<file path="src/wiper_port_pkg.sv">
// Constants for the wiper serial command port: frame layout, command codes and execute times.
// Assumes a 50 MHz system clock; all cycle counts derive from CLK_NS.
package wiper_port_pkg;
    localparam int CLK_NS = 20;
    localparam int FRAME_BITS = 16;
    localparam int WIPER_BITS = 10;
    localparam int CMD_LSB = 10;
    localparam int CMD_BITS = 4;
    localparam int CNT_BITS = 17;
    // Longest times, rounded down to whole cycles
    localparam int WR_NORM_NS = 410;
    localparam int WR_PERF_NS = 2400;
    localparam int RD_NS = 450;
    localparam int RST_NS = 1500000;
    localparam int POWERUP_NS = 2000000;
    localparam int SYNC_ACK_NS = 40;
    localparam int WR_NORM_CYC = WR_NORM_NS / CLK_NS;
    localparam int WR_PERF_CYC = WR_PERF_NS / CLK_NS;
    localparam int RD_CYC = RD_NS / CLK_NS;
    localparam int RST_CYC = RST_NS / CLK_NS;
    localparam int POWERUP_CYC = POWERUP_NS / CLK_NS;
    localparam logic [WIPER_BITS-1:0] WIPER_MID = 10'h200;
    localparam logic [FRAME_BITS-1:0] SHIFT_RST = 16'h0000;
    localparam logic [4:0] BITS_RST = 5'h00;
    localparam logic [CMD_BITS-1:0] CMD_NOP = 4'h0;
    localparam logic [CMD_BITS-1:0] CMD_WRITE = 4'h1;
    localparam logic [CMD_BITS-1:0] CMD_READ = 4'h2;
    localparam logic [CMD_BITS-1:0] CMD_RESET = 4'h4;

    typedef enum logic [1:0] {
        KIND_NONE = 2'b00,
        KIND_WRITE = 2'b01,
        KIND_READ = 2'b10,
        KIND_RESET = 2'b11
    } kind_type;

    typedef enum logic {
        ST_IDLE = 1'b0,
        ST_BUSY = 1'b1
    } state_type;
endpackage : wiper_port_pkg

</file>
<file path="src/wiper_serial_port.sv">
// Wiper serial command port: frame receiver, command executor, ready line and readback shifter.
// Assumes the link pins are asynchronous to I_CLK and the serial clock is slow enough to sample.
//
// Function
// - Performance-mode wiper write holds ready low at most 2.4 us.
// - Normal-mode wiper write releases ready within 410 ns.
// - Software or hardware reset holds ready low at most 1.5 ms.
// - Wiper read holds ready low at most 450 ns.
// - Ready goes low promptly after frame sync rises on a full frame.
// - Wiper sits at half scale after power is applied.
// - Readback data out changes after each rising serial clock edge.
// - Falling serial clock edges just after frame sync rises are ignored.
// - Data in shifts into a 16-bit register on falling clock while framed.
// - Full frame executes on sync rise; short frame is discarded.
// - Hardware reset rising transition sets the wiper to midscale.
`timescale 1ns/1ps
module wiper_serial_port #(
    parameter int RESET_CYCLES = wiper_port_pkg::RST_CYC
) (
    input wire logic I_CLK,
    input wire logic I_SYS_RST,
    input wire logic I_FRAME_SYNC_N,
    input wire logic I_SCLK,
    input wire logic I_DIN,
    input wire logic I_HW_RESET,
    input wire logic I_PERF_MODE,
    input wire logic I_READY,
    output logic O_READY,
    output logic O_READY_OE,
    output logic O_SERIAL_DATA_OUT,
    output logic [wiper_port_pkg::WIPER_BITS-1:0] O_WIPER
);

    ////////////////////////////////////////////////////////////////////////////////////////////
    // Pin synchronisers and edge detection
    logic [2:0] sync_n_q;
    logic [2:0] sclk_q;
    logic [2:0] hwr_q;
    logic [1:0] din_q;
    logic [1:0] perf_q;

    function automatic logic rose(input logic prev, input logic cur);
        rose = !prev && cur;
    endfunction : rose

    always_ff @(posedge I_CLK or posedge I_SYS_RST) begin
        if (I_SYS_RST) begin
            sync_n_q <= 3'h7;
            sclk_q <= 3'h0;
            hwr_q <= 3'h0;
            din_q <= 2'h0;
            perf_q <= 2'h0;
        end else begin
            sync_n_q <= {sync_n_q[1:0], I_FRAME_SYNC_N};
            sclk_q <= {sclk_q[1:0], I_SCLK};
            hwr_q <= {hwr_q[1:0], I_HW_RESET};
            din_q <= {din_q[0], I_DIN};
            perf_q <= {perf_q[0], I_PERF_MODE};
        end
    end

    logic sync_rise;
    logic sync_fall;
    logic sclk_rise;
    logic sclk_fall;
    logic hwr_rise;
    assign sync_rise = rose(sync_n_q[2], sync_n_q[1]);
    assign sync_fall = rose(sync_n_q[1], sync_n_q[2]);
    assign sclk_rise = rose(sclk_q[2], sclk_q[1]);
    assign sclk_fall = rose(sclk_q[1], sclk_q[2]);
    assign hwr_rise = rose(hwr_q[2], hwr_q[1]);

    ////////////////////////////////////////////////////////////////////////////////////////////
    // Frame receiver
    logic frame_q;
    logic frame_d;
    logic [wiper_port_pkg::FRAME_BITS-1:0] shift_q;
    logic [wiper_port_pkg::FRAME_BITS-1:0] shift_d;
    logic [4:0] bits_q;
    logic [4:0] bits_d;
    wiper_port_pkg::state_type state_q;
    wiper_port_pkg::state_type state_d;
    logic full_frame;
    logic [wiper_port_pkg::CMD_BITS-1:0] cmd;

    assign full_frame = bits_q >= 5'(wiper_port_pkg::FRAME_BITS);
    assign cmd = shift_q[wiper_port_pkg::CMD_LSB +: wiper_port_pkg::CMD_BITS];

    always_comb begin
        frame_d = frame_q;
        shift_d = shift_q;
        bits_d = bits_q;
        if (sync_fall && state_q == wiper_port_pkg::ST_IDLE) begin
            frame_d = 1'b1;
            bits_d = wiper_port_pkg::BITS_RST;
        end else if (sync_rise) begin
            frame_d = 1'b0;
        end else if (frame_q && sclk_fall) begin
            shift_d = {shift_q[wiper_port_pkg::FRAME_BITS-2:0], din_q[1]};
            if (!full_frame) begin
                bits_d = bits_q + 5'h01;
            end
        end
    end

    always_ff @(posedge I_CLK or posedge I_SYS_RST) begin
        if (I_SYS_RST) begin
            frame_q <= 1'b0;
            shift_q <= wiper_port_pkg::SHIFT_RST;
            bits_q <= wiper_port_pkg::BITS_RST;
        end else begin
            frame_q <= frame_d;
            shift_q <= shift_d;
            bits_q <= bits_d;
        end
    end

    ////////////////////////////////////////////////////////////////////////////////////////////
    // Command executor and ready line
    logic [wiper_port_pkg::CNT_BITS-1:0] cnt_q;
    logic [wiper_port_pkg::CNT_BITS-1:0] cnt_d;
    logic [wiper_port_pkg::WIPER_BITS-1:0] wiper_q;
    logic [wiper_port_pkg::WIPER_BITS-1:0] wiper_d;
    wiper_port_pkg::kind_type kind_q;
    wiper_port_pkg::kind_type kind_d;
    logic perf_run_q;
    logic perf_run_d;
    logic oe_q;
    logic load_read;

    always_comb begin
        state_d = state_q;
        cnt_d = cnt_q;
        wiper_d = wiper_q;
        kind_d = kind_q;
        perf_run_d = perf_run_q;
        load_read = 1'b0;
        case (state_q)
            wiper_port_pkg::ST_IDLE: begin
                if (hwr_rise) begin
                    wiper_d = wiper_port_pkg::WIPER_MID;
                    state_d = wiper_port_pkg::ST_BUSY;
                    kind_d = wiper_port_pkg::KIND_RESET;
                    cnt_d = wiper_port_pkg::CNT_BITS'(RESET_CYCLES - 1);
                end else if (sync_rise && frame_q && full_frame) begin
                    state_d = wiper_port_pkg::ST_BUSY;
                    if (cmd == wiper_port_pkg::CMD_WRITE) begin
                        wiper_d = shift_q[wiper_port_pkg::WIPER_BITS-1:0];
                        kind_d = wiper_port_pkg::KIND_WRITE;
                        perf_run_d = perf_q[1];
                        if (perf_q[1]) begin
                            cnt_d = wiper_port_pkg::CNT_BITS'(wiper_port_pkg::WR_PERF_CYC - 1);
                        end else begin
                            cnt_d = wiper_port_pkg::CNT_BITS'(wiper_port_pkg::WR_NORM_CYC - 1);
                        end
                    end else if (cmd == wiper_port_pkg::CMD_READ) begin
                        load_read = 1'b1;
                        kind_d = wiper_port_pkg::KIND_READ;
                        cnt_d = wiper_port_pkg::CNT_BITS'(wiper_port_pkg::RD_CYC - 1);
                    end else if (cmd == wiper_port_pkg::CMD_RESET) begin
                        wiper_d = wiper_port_pkg::WIPER_MID;
                        kind_d = wiper_port_pkg::KIND_RESET;
                        cnt_d = wiper_port_pkg::CNT_BITS'(RESET_CYCLES - 1);
                    end else begin
                        kind_d = wiper_port_pkg::KIND_NONE;
                        cnt_d = wiper_port_pkg::CNT_BITS'(0);
                    end
                end
            end
            wiper_port_pkg::ST_BUSY: begin
                if (hwr_rise) begin
                    wiper_d = wiper_port_pkg::WIPER_MID;
                    kind_d = wiper_port_pkg::KIND_RESET;
                    cnt_d = wiper_port_pkg::CNT_BITS'(RESET_CYCLES - 1);
                end else if (cnt_q == '0) begin
                    state_d = wiper_port_pkg::ST_IDLE;
                end else begin
                    cnt_d = cnt_q - 1'b1;
                end
            end
            default: begin
                state_d = wiper_port_pkg::ST_IDLE;
            end
        endcase
    end

    always_ff @(posedge I_CLK or posedge I_SYS_RST) begin
        if (I_SYS_RST) begin
            state_q <= wiper_port_pkg::ST_IDLE;
            cnt_q <= '0;
            wiper_q <= wiper_port_pkg::WIPER_MID;
            kind_q <= wiper_port_pkg::KIND_NONE;
            perf_run_q <= 1'b0;
            oe_q <= 1'b0;
        end else begin
            state_q <= state_d;
            cnt_q <= cnt_d;
            wiper_q <= wiper_d;
            kind_q <= kind_d;
            perf_run_q <= perf_run_d;
            oe_q <= state_d == wiper_port_pkg::ST_BUSY;
        end
    end

    ////////////////////////////////////////////////////////////////////////////////////////////
    // Readback shifter
    logic [wiper_port_pkg::FRAME_BITS-1:0] out_q;
    logic [wiper_port_pkg::FRAME_BITS-1:0] out_d;
    logic sdo_q;
    logic sdo_d;

    always_comb begin
        out_d = out_q;
        sdo_d = sdo_q;
        if (load_read) begin
            out_d = {6'h00, wiper_q};
        end else if (sync_fall && state_q == wiper_port_pkg::ST_IDLE) begin
            sdo_d = out_q[wiper_port_pkg::FRAME_BITS-1];
        end else if (frame_q && sclk_rise) begin
            out_d = {out_q[wiper_port_pkg::FRAME_BITS-2:0], 1'b0};
            sdo_d = out_q[wiper_port_pkg::FRAME_BITS-2];
        end
    end

    always_ff @(posedge I_CLK or posedge I_SYS_RST) begin
        if (I_SYS_RST) begin
            out_q <= wiper_port_pkg::SHIFT_RST;
            sdo_q <= 1'b0;
        end else begin
            out_q <= out_d;
            sdo_q <= sdo_d;
        end
    end

    assign O_READY = 1'b0 & oe_q;
    assign O_READY_OE = oe_q;
    assign O_SERIAL_DATA_OUT = sdo_q;
    assign O_WIPER = wiper_q;

    ////////////////////////////////////////////////////////////////////////////////////////////
    // Checks
    logic [wiper_port_pkg::CNT_BITS-1:0] low_len_q;
    always_ff @(posedge I_CLK or posedge I_SYS_RST) begin
        if (I_SYS_RST) begin
            low_len_q <= '0;
        end else begin
            low_len_q <= (oe_q && !hwr_rise) ? low_len_q + 1'b1 : '0;
        end
    end
endmodule : wiper_serial_port

</file>
<file path="config.mk">
export PLATFORM = sky130hd
export DESIGN_NAME = wiper_serial_port
export DESIGN_NICKNAME = d
export VERILOG_FILES = /design/src/wiper_port_pkg.sv /design/src/wiper_serial_port.sv
export SDC_FILE = /design/constraint.sdc
export NUM_CORES = 1
export LEC_CHECK = 0
export ABC_AREA = 1
export BUFFER_PORTS_ARGS = -buffer_cell sky130_fd_sc_hd__buf_2
export CAP_MARGIN = 20
export CORE_ASPECT_RATIO = 0.5
export CORE_MARGIN = 2
export CORE_UTILIZATION = 50
export DETAILED_ROUTE_END_ITERATION = 12
export HOLD_SLACK_MARGIN = 0.1
export PLACE_DENSITY = 0.67
export REMOVE_ABC_BUFFERS = 1
export SYNTH_ARGS = -nofsm -noshare
export SYNTH_HDL_FRONTEND = slang
export SYNTH_SLANG_ARGS = --single-unit
</file>
<file path="constraint.sdc">
create_clock -name I_CLK -period 3.3 [get_ports I_CLK]
set_input_delay 0.66 -clock I_CLK [delete_from_list [all_inputs] [get_ports I_CLK]]
set_output_delay 0.66 -clock I_CLK [all_outputs]
set_load 0.005 [all_outputs]
</file>
# Word-level counts from Yosys, hierarchy flattened
# Index checks and enable logic that the tools add are counted.
# Widths: inputs -> output; s select.
[op_classes]
n_eq_ne = 11
bitwise = 4
n_div = 0
mul = 0
n_reduce_logical = 26
shifts = 0
muxes = 37
order_cmp = 1
add_sub_neg = 2
[ops]
columns = ["operator", "n"]
rows = [
  ["$mux 17", 7],
  ["$mux 10", 6],
  ["$mux 16", 3],
  ["$pmux 17 s2", 1],
  ["$mux 5", 4],
  ["$pmux 10 s2", 1],
  ["$logic_not 17->1", 1],
  ["$sub 17x1->17 const B", 1],
  ["$mux 1", 13],
  ["$logic_and 1x1->1", 10],
  ["$reduce_bool 2->1", 4],
  ["$mux 7", 1],
  ["$reduce_and 2->1", 3],
  ["$reduce_and 3->1", 2],
  ["$add 5x1->5 const B", 1],
  ["$ge 5x5->1 const B", 1],
  ["$logic_not 1->1", 5],
  ["$eq 4x1->1 const B", 1],
  ["$eq 4x2->1 const B", 1],
  ["$eq 4x3->1 const B", 1],
  ["$ne 2x1->1 const B", 2],
  ["$ne 2x2->1 const B", 2],
  ["$ne 4x2->1 const B", 1],
  ["$ne 4x4->1 const B", 1],
  ["other kinds (5)", 8],
]
[totals]
reg_bits = 78
wordCells = 94
ramBits = 0
mem_bits_ro = 0
latch_bits = 0
output_inout_bits = 13
n_memories = 0

# Logic depth before layout (Yosys ltp)
# Gate-level depths: netlist of the first run.
[logic_depth]
ltp_word = 9
mapped_depth = 10

# Worst setup path before layout of the first run
# OpenSTA, ideal clock, no wires.
[synth_path]
kind = "register -> register"
from = "register cnt_q[0] (netlist name)"
to = "register cnt_q[6] (netlist name)"
synth_period_minus_slack_ns = 1.547
path_slack_ns = 1.753
t_arrival_ns = 1.430
setup_time_ns = 0.117
path_stages_with_launch = 11
cell_sequence = "dfrtp_1 > inv_1 > ha_1 > nand2_2 > nor2_8 > nand3_2 > nand2_4 > nand2_4 > buf_8 > nand2_1 > o21ai_2"
[synth_via]
elab_chain_cells = 4
[synth_rtl]
columns = ["item", "line", "source"]
rows = [
  ["from (decl)", "wiper_serial_port.sv:120", "logic [wiper_port_pkg::CNT_BITS-1:0] cnt_q;"],
  ["from (signal assigned)", "wiper_serial_port.sv:197", "cnt_q <= cnt_d;"],
  ["$sub 17x1->17", "wiper_serial_port.sv:178", "cnt_d = cnt_q - 1'b1;"],
  ["$mux 17", "wiper_serial_port.sv:175", "end else if (cnt_q == '0) begin"],
  ["$mux 17", "wiper_serial_port.sv:171", "if (hwr_rise) begin"],
  ["$pmux 17 s2", "wiper_serial_port.sv:138", "case (state_q)"],
]
# Several ways; a longest one is shown, not always the timed one. The select of a mux whose other input is x is not followed.
# A chain may end at the register's enable or synchronous reset.

==> reports/qor.yml, run 1 <==
rsz0062_at_grt: "no"
ctsHtreeMaxLevel: 3
antenna_found_initial: 0
ctsResizeCount: 0
yosys.area.top_type: "dfrtp_1"
numCtsBuffers: 9
wl_per_cell_um: 12.65
syn_area_um2: 3760
dr_wl_met2_um: 3097
peakVddDrop_mv: 0.3844
power-per-cell-area_nw_per_um2: 529.2
leakage_nw: 2.024
synth_common_cells: "90 x nand2_1, 74 x dfrtp_1, 57 x inv_1"
crit_required_ps: 3500
hold_buffers: 0
cap_violations: 0
final-hold-violation-count: 0
die_h_um: 65.32
num_vias: 2822
drt-initial-drc-count: 137
critPathArrivalTime_ps: 2290
slew_headroom_pct: 55.31
totalPowerFinal_mw: 2.219
cts.reportedPaths.clkPinSlew_ps: 60
grt_pass1_vias: 2699
status: "finished, final reports clean"
drc: 0
cts_buffer_depth: 2
dieArea_um2: 8272
setup_viol: 0
wl_met3_um: 266
hold_class: "reg -> reg"
worst_pin_slew_ps: 670.3
place_hpwl_um: 4790
antenna_left: 0
slew_viol_final: 0
layout_min_cycle_time_ps: 2094
synthMostInstantiatedCell: "nand2_1"
seq_area_um2: 1957
fmax_ghz: 0.4776
wl_met1_um: 3561
synthFlopType: "dfrtp_1"
ys_async_sr_fraction_pct: 100.0
setup_tns_ps: 0
crit_type: "reg -> reg"
drive_above_1_share_pct: 15.65
viasPerCell: 5.076
period_share_pct: 63.45
synth_seq_area_share_pct: 52.05
cts_tree: "done"
grt_max_degree: 43
area_growth_pct: 11.55
grt_pass1_wl_um: 12520
finClkSkew_ps: 8.043
top_layer: "met4"
fill_cells: 663
io_pins: 21
post_synth_inst_count: 435
avgSynthCellArea_um2: 8.643
dr.pass1.iters: 4
yosysUniqueCellTypes: 40
ys_seq_elements: 78
multi_input_area_um2: 1480
antenna_cells: 0
cts_sinks: 78
clkLatencyLatePin_ps: 340
crit_path_max_fanout: 15
fp.coreArea_um2: 7295
routed_wl_um: 7031
post_cts_buffers: 0
routabilityCongestion: 0.8201
grt_usage_pct: 19.27
reg2reg_setup_slack_ps: 1210
port_buffers: 18
row_count: 22
ys_warn_count: 0
synth_edf_count: 0
fp.dieW_um: 126.6
initial_utilization_pct: 51.54
netlist_top_cells_area: "dfrtp_1 49%, nand2_1 9.0%, inv_1 5.7%, o21ai_0 5.2%, nor2_1 4.3%"
netlist.area_leader.share_pct: 49.25
crit_path_end_kind: "flip-flop"
startpoint_type: "flip-flop"
grt_overflow: 0
clock-root-buffer: "clkbuf_16"
nets: 466
==> cell type report <==
cell class                      instances  share of cell area (%)
Clock buffer                           12                   5.638
Sequential cell                        78                   46.66
Multi-Input combinational cell        283                   35.29
Clock inverter                          4                   1.163
Inverter                               64                   5.758
Tap cell                               96                   2.864
Timing Repair Buffer                   19                   2.625
==> metrics by stage <==
stage	hold slack [ps]	util [%]	cell area (um2)	worst slack [ps]	cells
global placement	332.5	53.58	3909	1249	540
CTS	355.7	57.50	4194	1210	556
detailed placement	342.8	53.58	3909	1231	540
floorplan	331.2	-	3677	651.6	425
global route	363.4	57.50	4194	1126	556
finish	352.7	57.50	4194	1206	556
==> worst paths after layout <==
kind,end,cells after the start,from
max in group asynchronous,O_WIPER[9]$_DFFE_PP1P_,3,I_SYS_RST
hold / removal,din_q[1]$_DFF_PP0_,0,din_q[0]$_DFF_PP0_
setup / recovery,cnt_q[13]$_DFFE_PP0P_,5,O_READY_OE$_DFF_PP0_
setup reg to reg,cnt_q[13]$_DFFE_PP0P_,5,O_READY_OE$_DFF_PP0_
min in group asynchronous,bits_q[1]$_DFFE_PP0P_,2,I_SYS_RST
hold reg to reg,din_q[1]$_DFF_PP0_,0,din_q[0]$_DFF_PP0_
==> critical path: stages, from the launching register on <==
cell and delay (ps):
dfrtp_1 770, nor2_2 180, nand2_4 160, nand2_1 270, nor2_1 450, a21oi_1 120
==> flip-flops by register name, indices dropped and copies added (netlist names), 3 cells and up <==
name,cells
hwr_q,3
bits_q,5
sclk_q,3
O_WIPER,10
out_q,16
cnt_q,17
sync_n_q,3
shift_q,14
==> logic make-up (layout without fill, tap and decap cells) <==
family	after synthesis	count (layout)	share of synthesized area [%]
AND/OR/NAND/NOR	193	193	24.63
adder cells (fa/ha/maj)	3	3	0.9984
other	1	1	0.09974
buffers and inverters	74	99	8.585
AO/OA/AOI/OAI	83	83	12.94
XOR/XNOR	3	3	0.6990
flip-flops	78	78	52.05
==> cells in the final DEF, fill, tap and decap left out, types with 3 or more instances in the layout <==
| cell | instances |
|---|---|
| a21oi_1 | 10 |
| a31oi_1 | 4 |
| buf_2 | 18 |
| clkbuf_1 | 3 |
| clkbuf_16 | 9 |
| clkinv_2 | 3 |
| dfrtp_1 | 74 |
| dfstp_2 | 4 |
| ha_1 | 3 |
| inv_1 | 56 |
| inv_2 | 6 |
| nand2_1 | 90 |
| nand2_2 | 4 |
| nand2_4 | 4 |
| nand3_1 | 26 |
| nand3_2 | 5 |
| nand4_1 | 6 |
| nor2_1 | 43 |
| nor2_2 | 3 |
| nor3_1 | 3 |
| o21ai_0 | 39 |
| o21ai_1 | 7 |
| o21ai_2 | 5 |
| o21bai_1 | 5 |
| o31ai_1 | 9 |
| xor2_1 | 3 |
==> layer usage <==
metal	up-vias	track usage, %
met1	1335	26.24
met3	10	5.700
met4	0	7.280
met2	36	29.48
li1	1441	-
met5	-	0
==> where the power goes <==
group          switching (mW)  internal (mW)
Sequential             0.0444           1.02
Combinational           0.119         0.0789
Clock                   0.377          0.585
No activity file was read; power rests on OpenSTA's default activity.
==> run 2: changes to the inputs <==
Clock period 3.3 ns to 2.15 ns, I/O delays scaled along.
==> run 2 against run 1 <==
  * First-iteration DRC count increased by 28%
  * Largest power group unchanged
  * Final area increased by 0.98%
  * Die area unchanged
  * Via count increased by 0.53%
  * Total power increased by 51%
  * Combinational power increased by 55%
  * Highest routed layer unchanged
  * Utilization increased by 0.57 points
==> reports/qor.yml, run 2 (synthesized netlist as in run 1, its figures left out) <==
status: "finished, final reports clean"
fin_ws_ps: 328.9  # -877.2 ps
finClkSkew_ps: 4.797  # -3.245 ps
drt-initial-drc-count: 176  # +28%
wl_per_cell_um: 12.48  # -1.3%
multi_input_area_um2: 1480  # unchanged
ctsResizeCount: 0  # unchanged
rsz0062_at_grt: "no"
dr.pass1.iters: 5  # +1
endpoint: "O_WIPER[3]$_DFFE_PP0P_"
fmax_ghz: 0.5491  # +15%
grt_usage_pct: 19.34  # +0.062 points
fp.dieW_um: 126.6  # unchanged
post_cts_buffers: 0  # unchanged
cap_violations: 0  # unchanged
port_buffers: 18  # unchanged
initial_utilization_pct: 51.54  # unchanged
slew_viol_final: 0  # unchanged
drc: 0  # unchanged
routed_wl_um: 7014  # -0.24%
worst_pin_slew_ps: 597.1  # -73.25 ps
antenna_left: 0  # unchanged
holdWs_ps: 140.0  # -212.7 ps
power-per-cell-area_nw_per_um2: 791.9  # +50%
crit_path_end_kind: "flip-flop"
leakage_nw: 2.048  # +1.2%
cts_buffer_depth: 2  # unchanged
cts_tree: "done"
drive_above_1_share_pct: 16.95  # +1.3 points
seq_area_um2: 1957  # unchanged
crit_start: "sync_n_q[1]$_DFF_PP1_"
hold_buffers: 0  # unchanged
largest_reg_flops: 17  # unchanged
top_register: "cnt_q"
setup_viol: 0  # unchanged
reg_top3: "cnt_q x17, out_q x16, shift_q x14"
viasPerCell: 5.048  # -0.54%
most-common-layout-cells: "90 x nand2_1, 74 x dfrtp_1, 56 x inv_1"
ctsHtreeMaxLevel: 3  # unchanged
startpoint_type: "flip-flop"
antenna_found_initial: 0  # unchanged
clkLatencyLatePin_ps: 330  # about the same
cts.reportedPaths.clkPinSlew_ps: 60  # about the same
dieArea_um2: 8272  # unchanged
grt_pass1_vias: 2614  # -3.1%
reg2reg_from: "sync_n_q[1]$_DFF_PP1_"
place_hpwl_um: 4845  # +1.2%
antenna_cells: 0  # unchanged
layout_min_cycle_time_ps: 1821  # -272.8 ps
clock-root-buffer: "clkbuf_16"
fp.coreArea_um2: 7295  # unchanged
die_h_um: 65.32  # unchanged
crit_required_ps: 2380  # -1120 ps
grt_max_degree: 36  # -16%
routabilityCongestion: 0.8439  # +2.9%
peakVddDrop_mv: 0.5508  # +43%
critPathArrivalTime_ps: 2050  # -240 ps
period_share_pct: 84.70  # +21 points
layout_commonest_cell: "nand2_1"
dp_slack_ps: 317.2  # -913.3 ps
numCtsBuffers: 9  # unchanged
slew_headroom_pct: 60.15  # +4.8 points
place_area_um2: 3954  # +1.2%
grt_overflow: 0  # unchanged
row_count: 22  # unchanged
nets: 472  # +1.3%
crit_type: "reg -> reg"
grt_pass1_wl_um: 12360  # -1.3%
area_growth_pct: 12.65
num_vias: 2837  # +0.53%
final-hold-violation-count: 0  # unchanged
final_area_um2: 4235  # +0.98%
fill_cells: 645  # -2.7%
cts_sinks: 78  # unchanged
reg2reg_depth: 6  # +1
io_pins: 21  # unchanged
worst_r2r_endpoint: "O_WIPER[3]$_DFFE_PP0P_"
hold_class: "in -> async"
reg2reg_setup_slack_ps: 330  # -880 ps
crit_path_max_fanout: 20  # +5
## run 2: final cells by class
type | instances | share of cell area (%)
Clock inverter | 3 | 0.5022
Timing Repair Buffer | 25 | 3.663
Tap cell | 96 | 2.836
Inverter | 64 | 5.702
Sequential cell | 78 | 46.20
Multi-Input combinational cell | 283 | 34.95
Clock buffer | 13 | 6.145
## run 2: worst max-delay path, stage by stage (launching register included)
cell	delay, ps
dfstp_2	560
nand2_1	140
inv_2	90
nand3_2	100
nand2_4	120
nand3_2	340
o31ai_1	350
## run 2: metrics by stage
step / util (%) / TNS, ps / std cells / total power [mW]
final: 58.06 / 0 / 562 / 3.354
after global routing: 58.06 / 0 / 562 / 3.511
after detailed placement: 54.20 / 0 / 546 / 1.960
after global placement: 54.20 / 0 / 546 / 1.950
after CTS: 58.06 / 0 / 562 / 3.386
after floorplan: - / -19860 / 425 / 1.883
## run 2: worst min-delay path by stage
stage                                  start                       endpoint  slack (ps)  depth (start not counted)
after floorplan           din_q[0]$_DFF_PP0_             din_q[1]$_DFF_PP0_         330                          0
after global placement    hwr_q[0]$_DFF_PP0_             hwr_q[1]$_DFF_PP0_         330                          0
after detailed placement  din_q[0]$_DFF_PP0_             din_q[1]$_DFF_PP0_         340                          0
after CTS                          I_SYS_RST          out_q[10]$_DFFE_PP0P_         170                          2
after global routing          I_FRAME_SYNC_N          sync_n_q[0]$_DFF_PP1_         180                          1
final                              I_SYS_RST  O_SERIAL_DATA_OUT$_DFFE_PP0P_         140                          2
## run 2: per-layer routing
layer	GRT usage (%)	vias up	wire (um)
li1	-	1461	-
met1	26.32	1326	3536
met2	29.48	39	3108
met3	6.759	11	281
met4	5.769	0	88
met5	0	-	0
## run 2: power breakdown
group	total (mW)	internal (mW)	switching, mW
combinational	0.306	0.123	0.182
clock	1.42	0.845	0.579
sequential	1.62	1.56	0.0648
total	3.35	2.53	0.826
==> run 3: changes to the inputs <==
Clock period 2.15 ns to 1.83 ns, I/O delays scaled along.
==> run 3 against run 2 <==
  * Fmax up 8.0%
  * Highest routed layer unchanged
  * Total power up 30%
  * Utilization up 1.9 points
  * Sequential cell count unchanged
  * Worst hold slack worse by 12 ps
  * Global-route usage up 0.48 points
  * Combinational power up 20%
  * Largest cell class unchanged
==> reports/qor.yml, run 3 (synthesized netlist as in run 1, its figures left out) <==
grt_pass1_vias: 2806  # +7.3%
largest_reg_flops: 17  # unchanged
critPathArrivalTime_ps: 1890  # -160 ps
layout_min_cycle_time_ps: 1686  # -134.8 ps
layout_commonest_cell: "nand2_1"
cts_buffer_depth: 2  # unchanged
area_growth_pct: 16.31
ctsHtreeMaxLevel: 3  # unchanged
leakage_nw: 2.110  # +3.0%
grt_max_degree: 30  # -17%
slew_viol_final: 0  # unchanged
io_pins: 21  # unchanged
crit_path_end_kind: "flip-flop"
fp.dieW_um: 126.6  # unchanged
clock-root-buffer: "clkbuf_16"
viasPerCell: 5.048  # about the same
startpoint_type: "flip-flop"
routed_wl_um: 7286  # +3.9%
cts.reportedPaths.clkPinSlew_ps: 60  # about the same
top_register: "cnt_q"
most-common-layout-cells: "89 x nand2_1, 74 x dfrtp_1, 56 x inv_1"
peakVddDrop_mv: 0.5691  # +3.3%
antenna_found_initial: 0  # unchanged
hold_path_end: "sync_n_q[0]$_DFF_PP1_"
dr.pass1.iters: 4  # -1
antenna_cells: 0  # unchanged
fin_ws_ps: 143.7  # -185.2 ps
reg2reg_depth: 9  # +3
status: "finished, final reports clean"
crit_type: "reg -> reg"
grt_pass1_wl_um: 12790  # +3.5%
routabilityCongestion: 0.7990  # -5.3%
grt_overflow: 0  # unchanged
wl_per_cell_um: 12.87  # +3.1%
dp.cells: 549  # +0.55%
crit_required_ps: 2030  # -350 ps
num_vias: 2857  # +0.70%
holdPathStages: 1
port_buffers: 18  # unchanged
row_count: 22  # unchanged
period_share_pct: 92.15  # +7.4 points
hold_class: "in -> reg"
reg2reg_from: "cnt_q[0]$_DFFE_PP0P_"
numCtsBuffers: 9  # unchanged
fp.coreArea_um2: 7295  # unchanged
reg_top3: "cnt_q x17, out_q x16, shift_q x14"
nets: 476  # +0.85%
place_hpwl_um: 5019  # +3.6%
die_h_um: 65.32  # unchanged
fmax_ghz: 0.5930  # +8.0%
clkLatencyLatePin_ps: 340  # about the same
reg2reg_setup_slack_ps: 140  # -190 ps
drt-initial-drc-count: 207  # +18%
drc: 0  # unchanged
cts_tree: "done"
rsz0062_at_grt: "no"
antenna_left: 0  # unchanged
worst_r2r_endpoint: "cnt_q[16]$_DFFE_PP0P_"
min_from: "I_FRAME_SYNC_N"
finClkSkew_ps: 6.890  # +2.093 ps
layout.cells.non_filler: 566  # +0.71%
dieArea_um2: 8272  # unchanged
dp_slack_ps: 110.2  # -207.0 ps
cts_sinks: 78  # unchanged
final-hold-violation-count: 0  # unchanged
setup_viol: 0  # unchanged
grt_usage_pct: 19.82  # +0.48 points
initial_utilization_pct: 51.54  # unchanged
power-per-cell-area_nw_per_um2: 999.9  # +26%
drive_above_1_share_pct: 18.09  # +1.1 points
holdWs_ps: 127.8  # -12.21 ps
cap_violations: 0  # unchanged
crit_path_max_fanout: 15  # -25%
==> run 3: where the power goes <==
group	switching, mW	internal [mW]
clock network	0.716	1.38
registers	0.0795	1.83
logic	0.218	0.150
==> run 3: how the worst max path moves through the flow <==
stage | end | cells after the start | startpoint | slack (ps)
6_report | cnt_q[16]$_DFFE_PP0P_ | 9 | cnt_q[0]$_DFFE_PP0P_ | 140
5_1_grt | cnt_q[13]$_DFFE_PP0P_ | 9 | cnt_q[0]$_DFFE_PP0P_ | 20
4_1_cts | O_WIPER[8]$_DFFE_PP0P_ | 6 | sync_n_q[1]$_DFF_PP1_ | 90
3_5_place_dp | O_WIPER[8]$_DFFE_PP0P_ | 6 | sync_n_q[1]$_DFF_PP1_ | 110
3_3_place_gp | O_WIPER[8]$_DFFE_PP0P_ | 6 | sync_n_q[1]$_DFF_PP1_ | 140
2_1_floorplan | O_READY_OE$_DFF_PP0_ | 1 | I_SYS_RST | -520
==> run 3: area by class of cell <==
type | instances | area (um2)
clock buffer | 10 | 239.0
timing repair buffer | 29 | 200.2
fill | 632 | 2922
sequential | 78 | 1957
tap | 96 | 120.1
inverter | 64 | 241.5
multi-input combinational | 283 | 1499
clock inverter | 6 | 116.4
==> run 3: repair_timing <==
action | CTS | global route
endpoints found under the setup margin | 0 | 10
buffers inserted | 0 | 0
endpoints found under the hold margin | 22 | 0
gates resized for setup | 0 | 4
hold buffers | 1 | 0
==> run 3: per-layer routing <==
| layer | GRT usage, % | up-vias | part of all wire [%] |
|---|---|---|---|
| met5 | 0 | - | 0 |
| met4 | 5.907 | 0 | 1.2 |
| met3 | 6.678 | 11 | 3.5 |
| met2 | 32.29 | 30 | 46 |
| met1 | 25.49 | 1344 | 49 |
| li1 | - | 1472 | - |
==> run 3: through the flow <==
stage | TNS [ps] | area, um2 | total power [mW] | utilization, %
after detailed placement | 0 | 3989 | 2.309 | 54.68
after CTS | 0 | 4354 | 4.411 | 59.69
after global placement | 0 | 3989 | 2.295 | 54.68
after floorplan | -38920 | 3677 | 2.212 | -
final | 0 | 4373 | 4.373 | 59.95
after global routing | 0 | 4373 | 4.557 | 59.95
==> run 3: critical path, stage by stage (launching register included) <==
cell	delay (ps)
dfrtp_1	370
inv_1	90
ha_1	210
nand2_2	140
nor2_8	170
nand3_2	130
nand2_4	130
nand2_8	120
nor2_1	120
a21oi_1	50
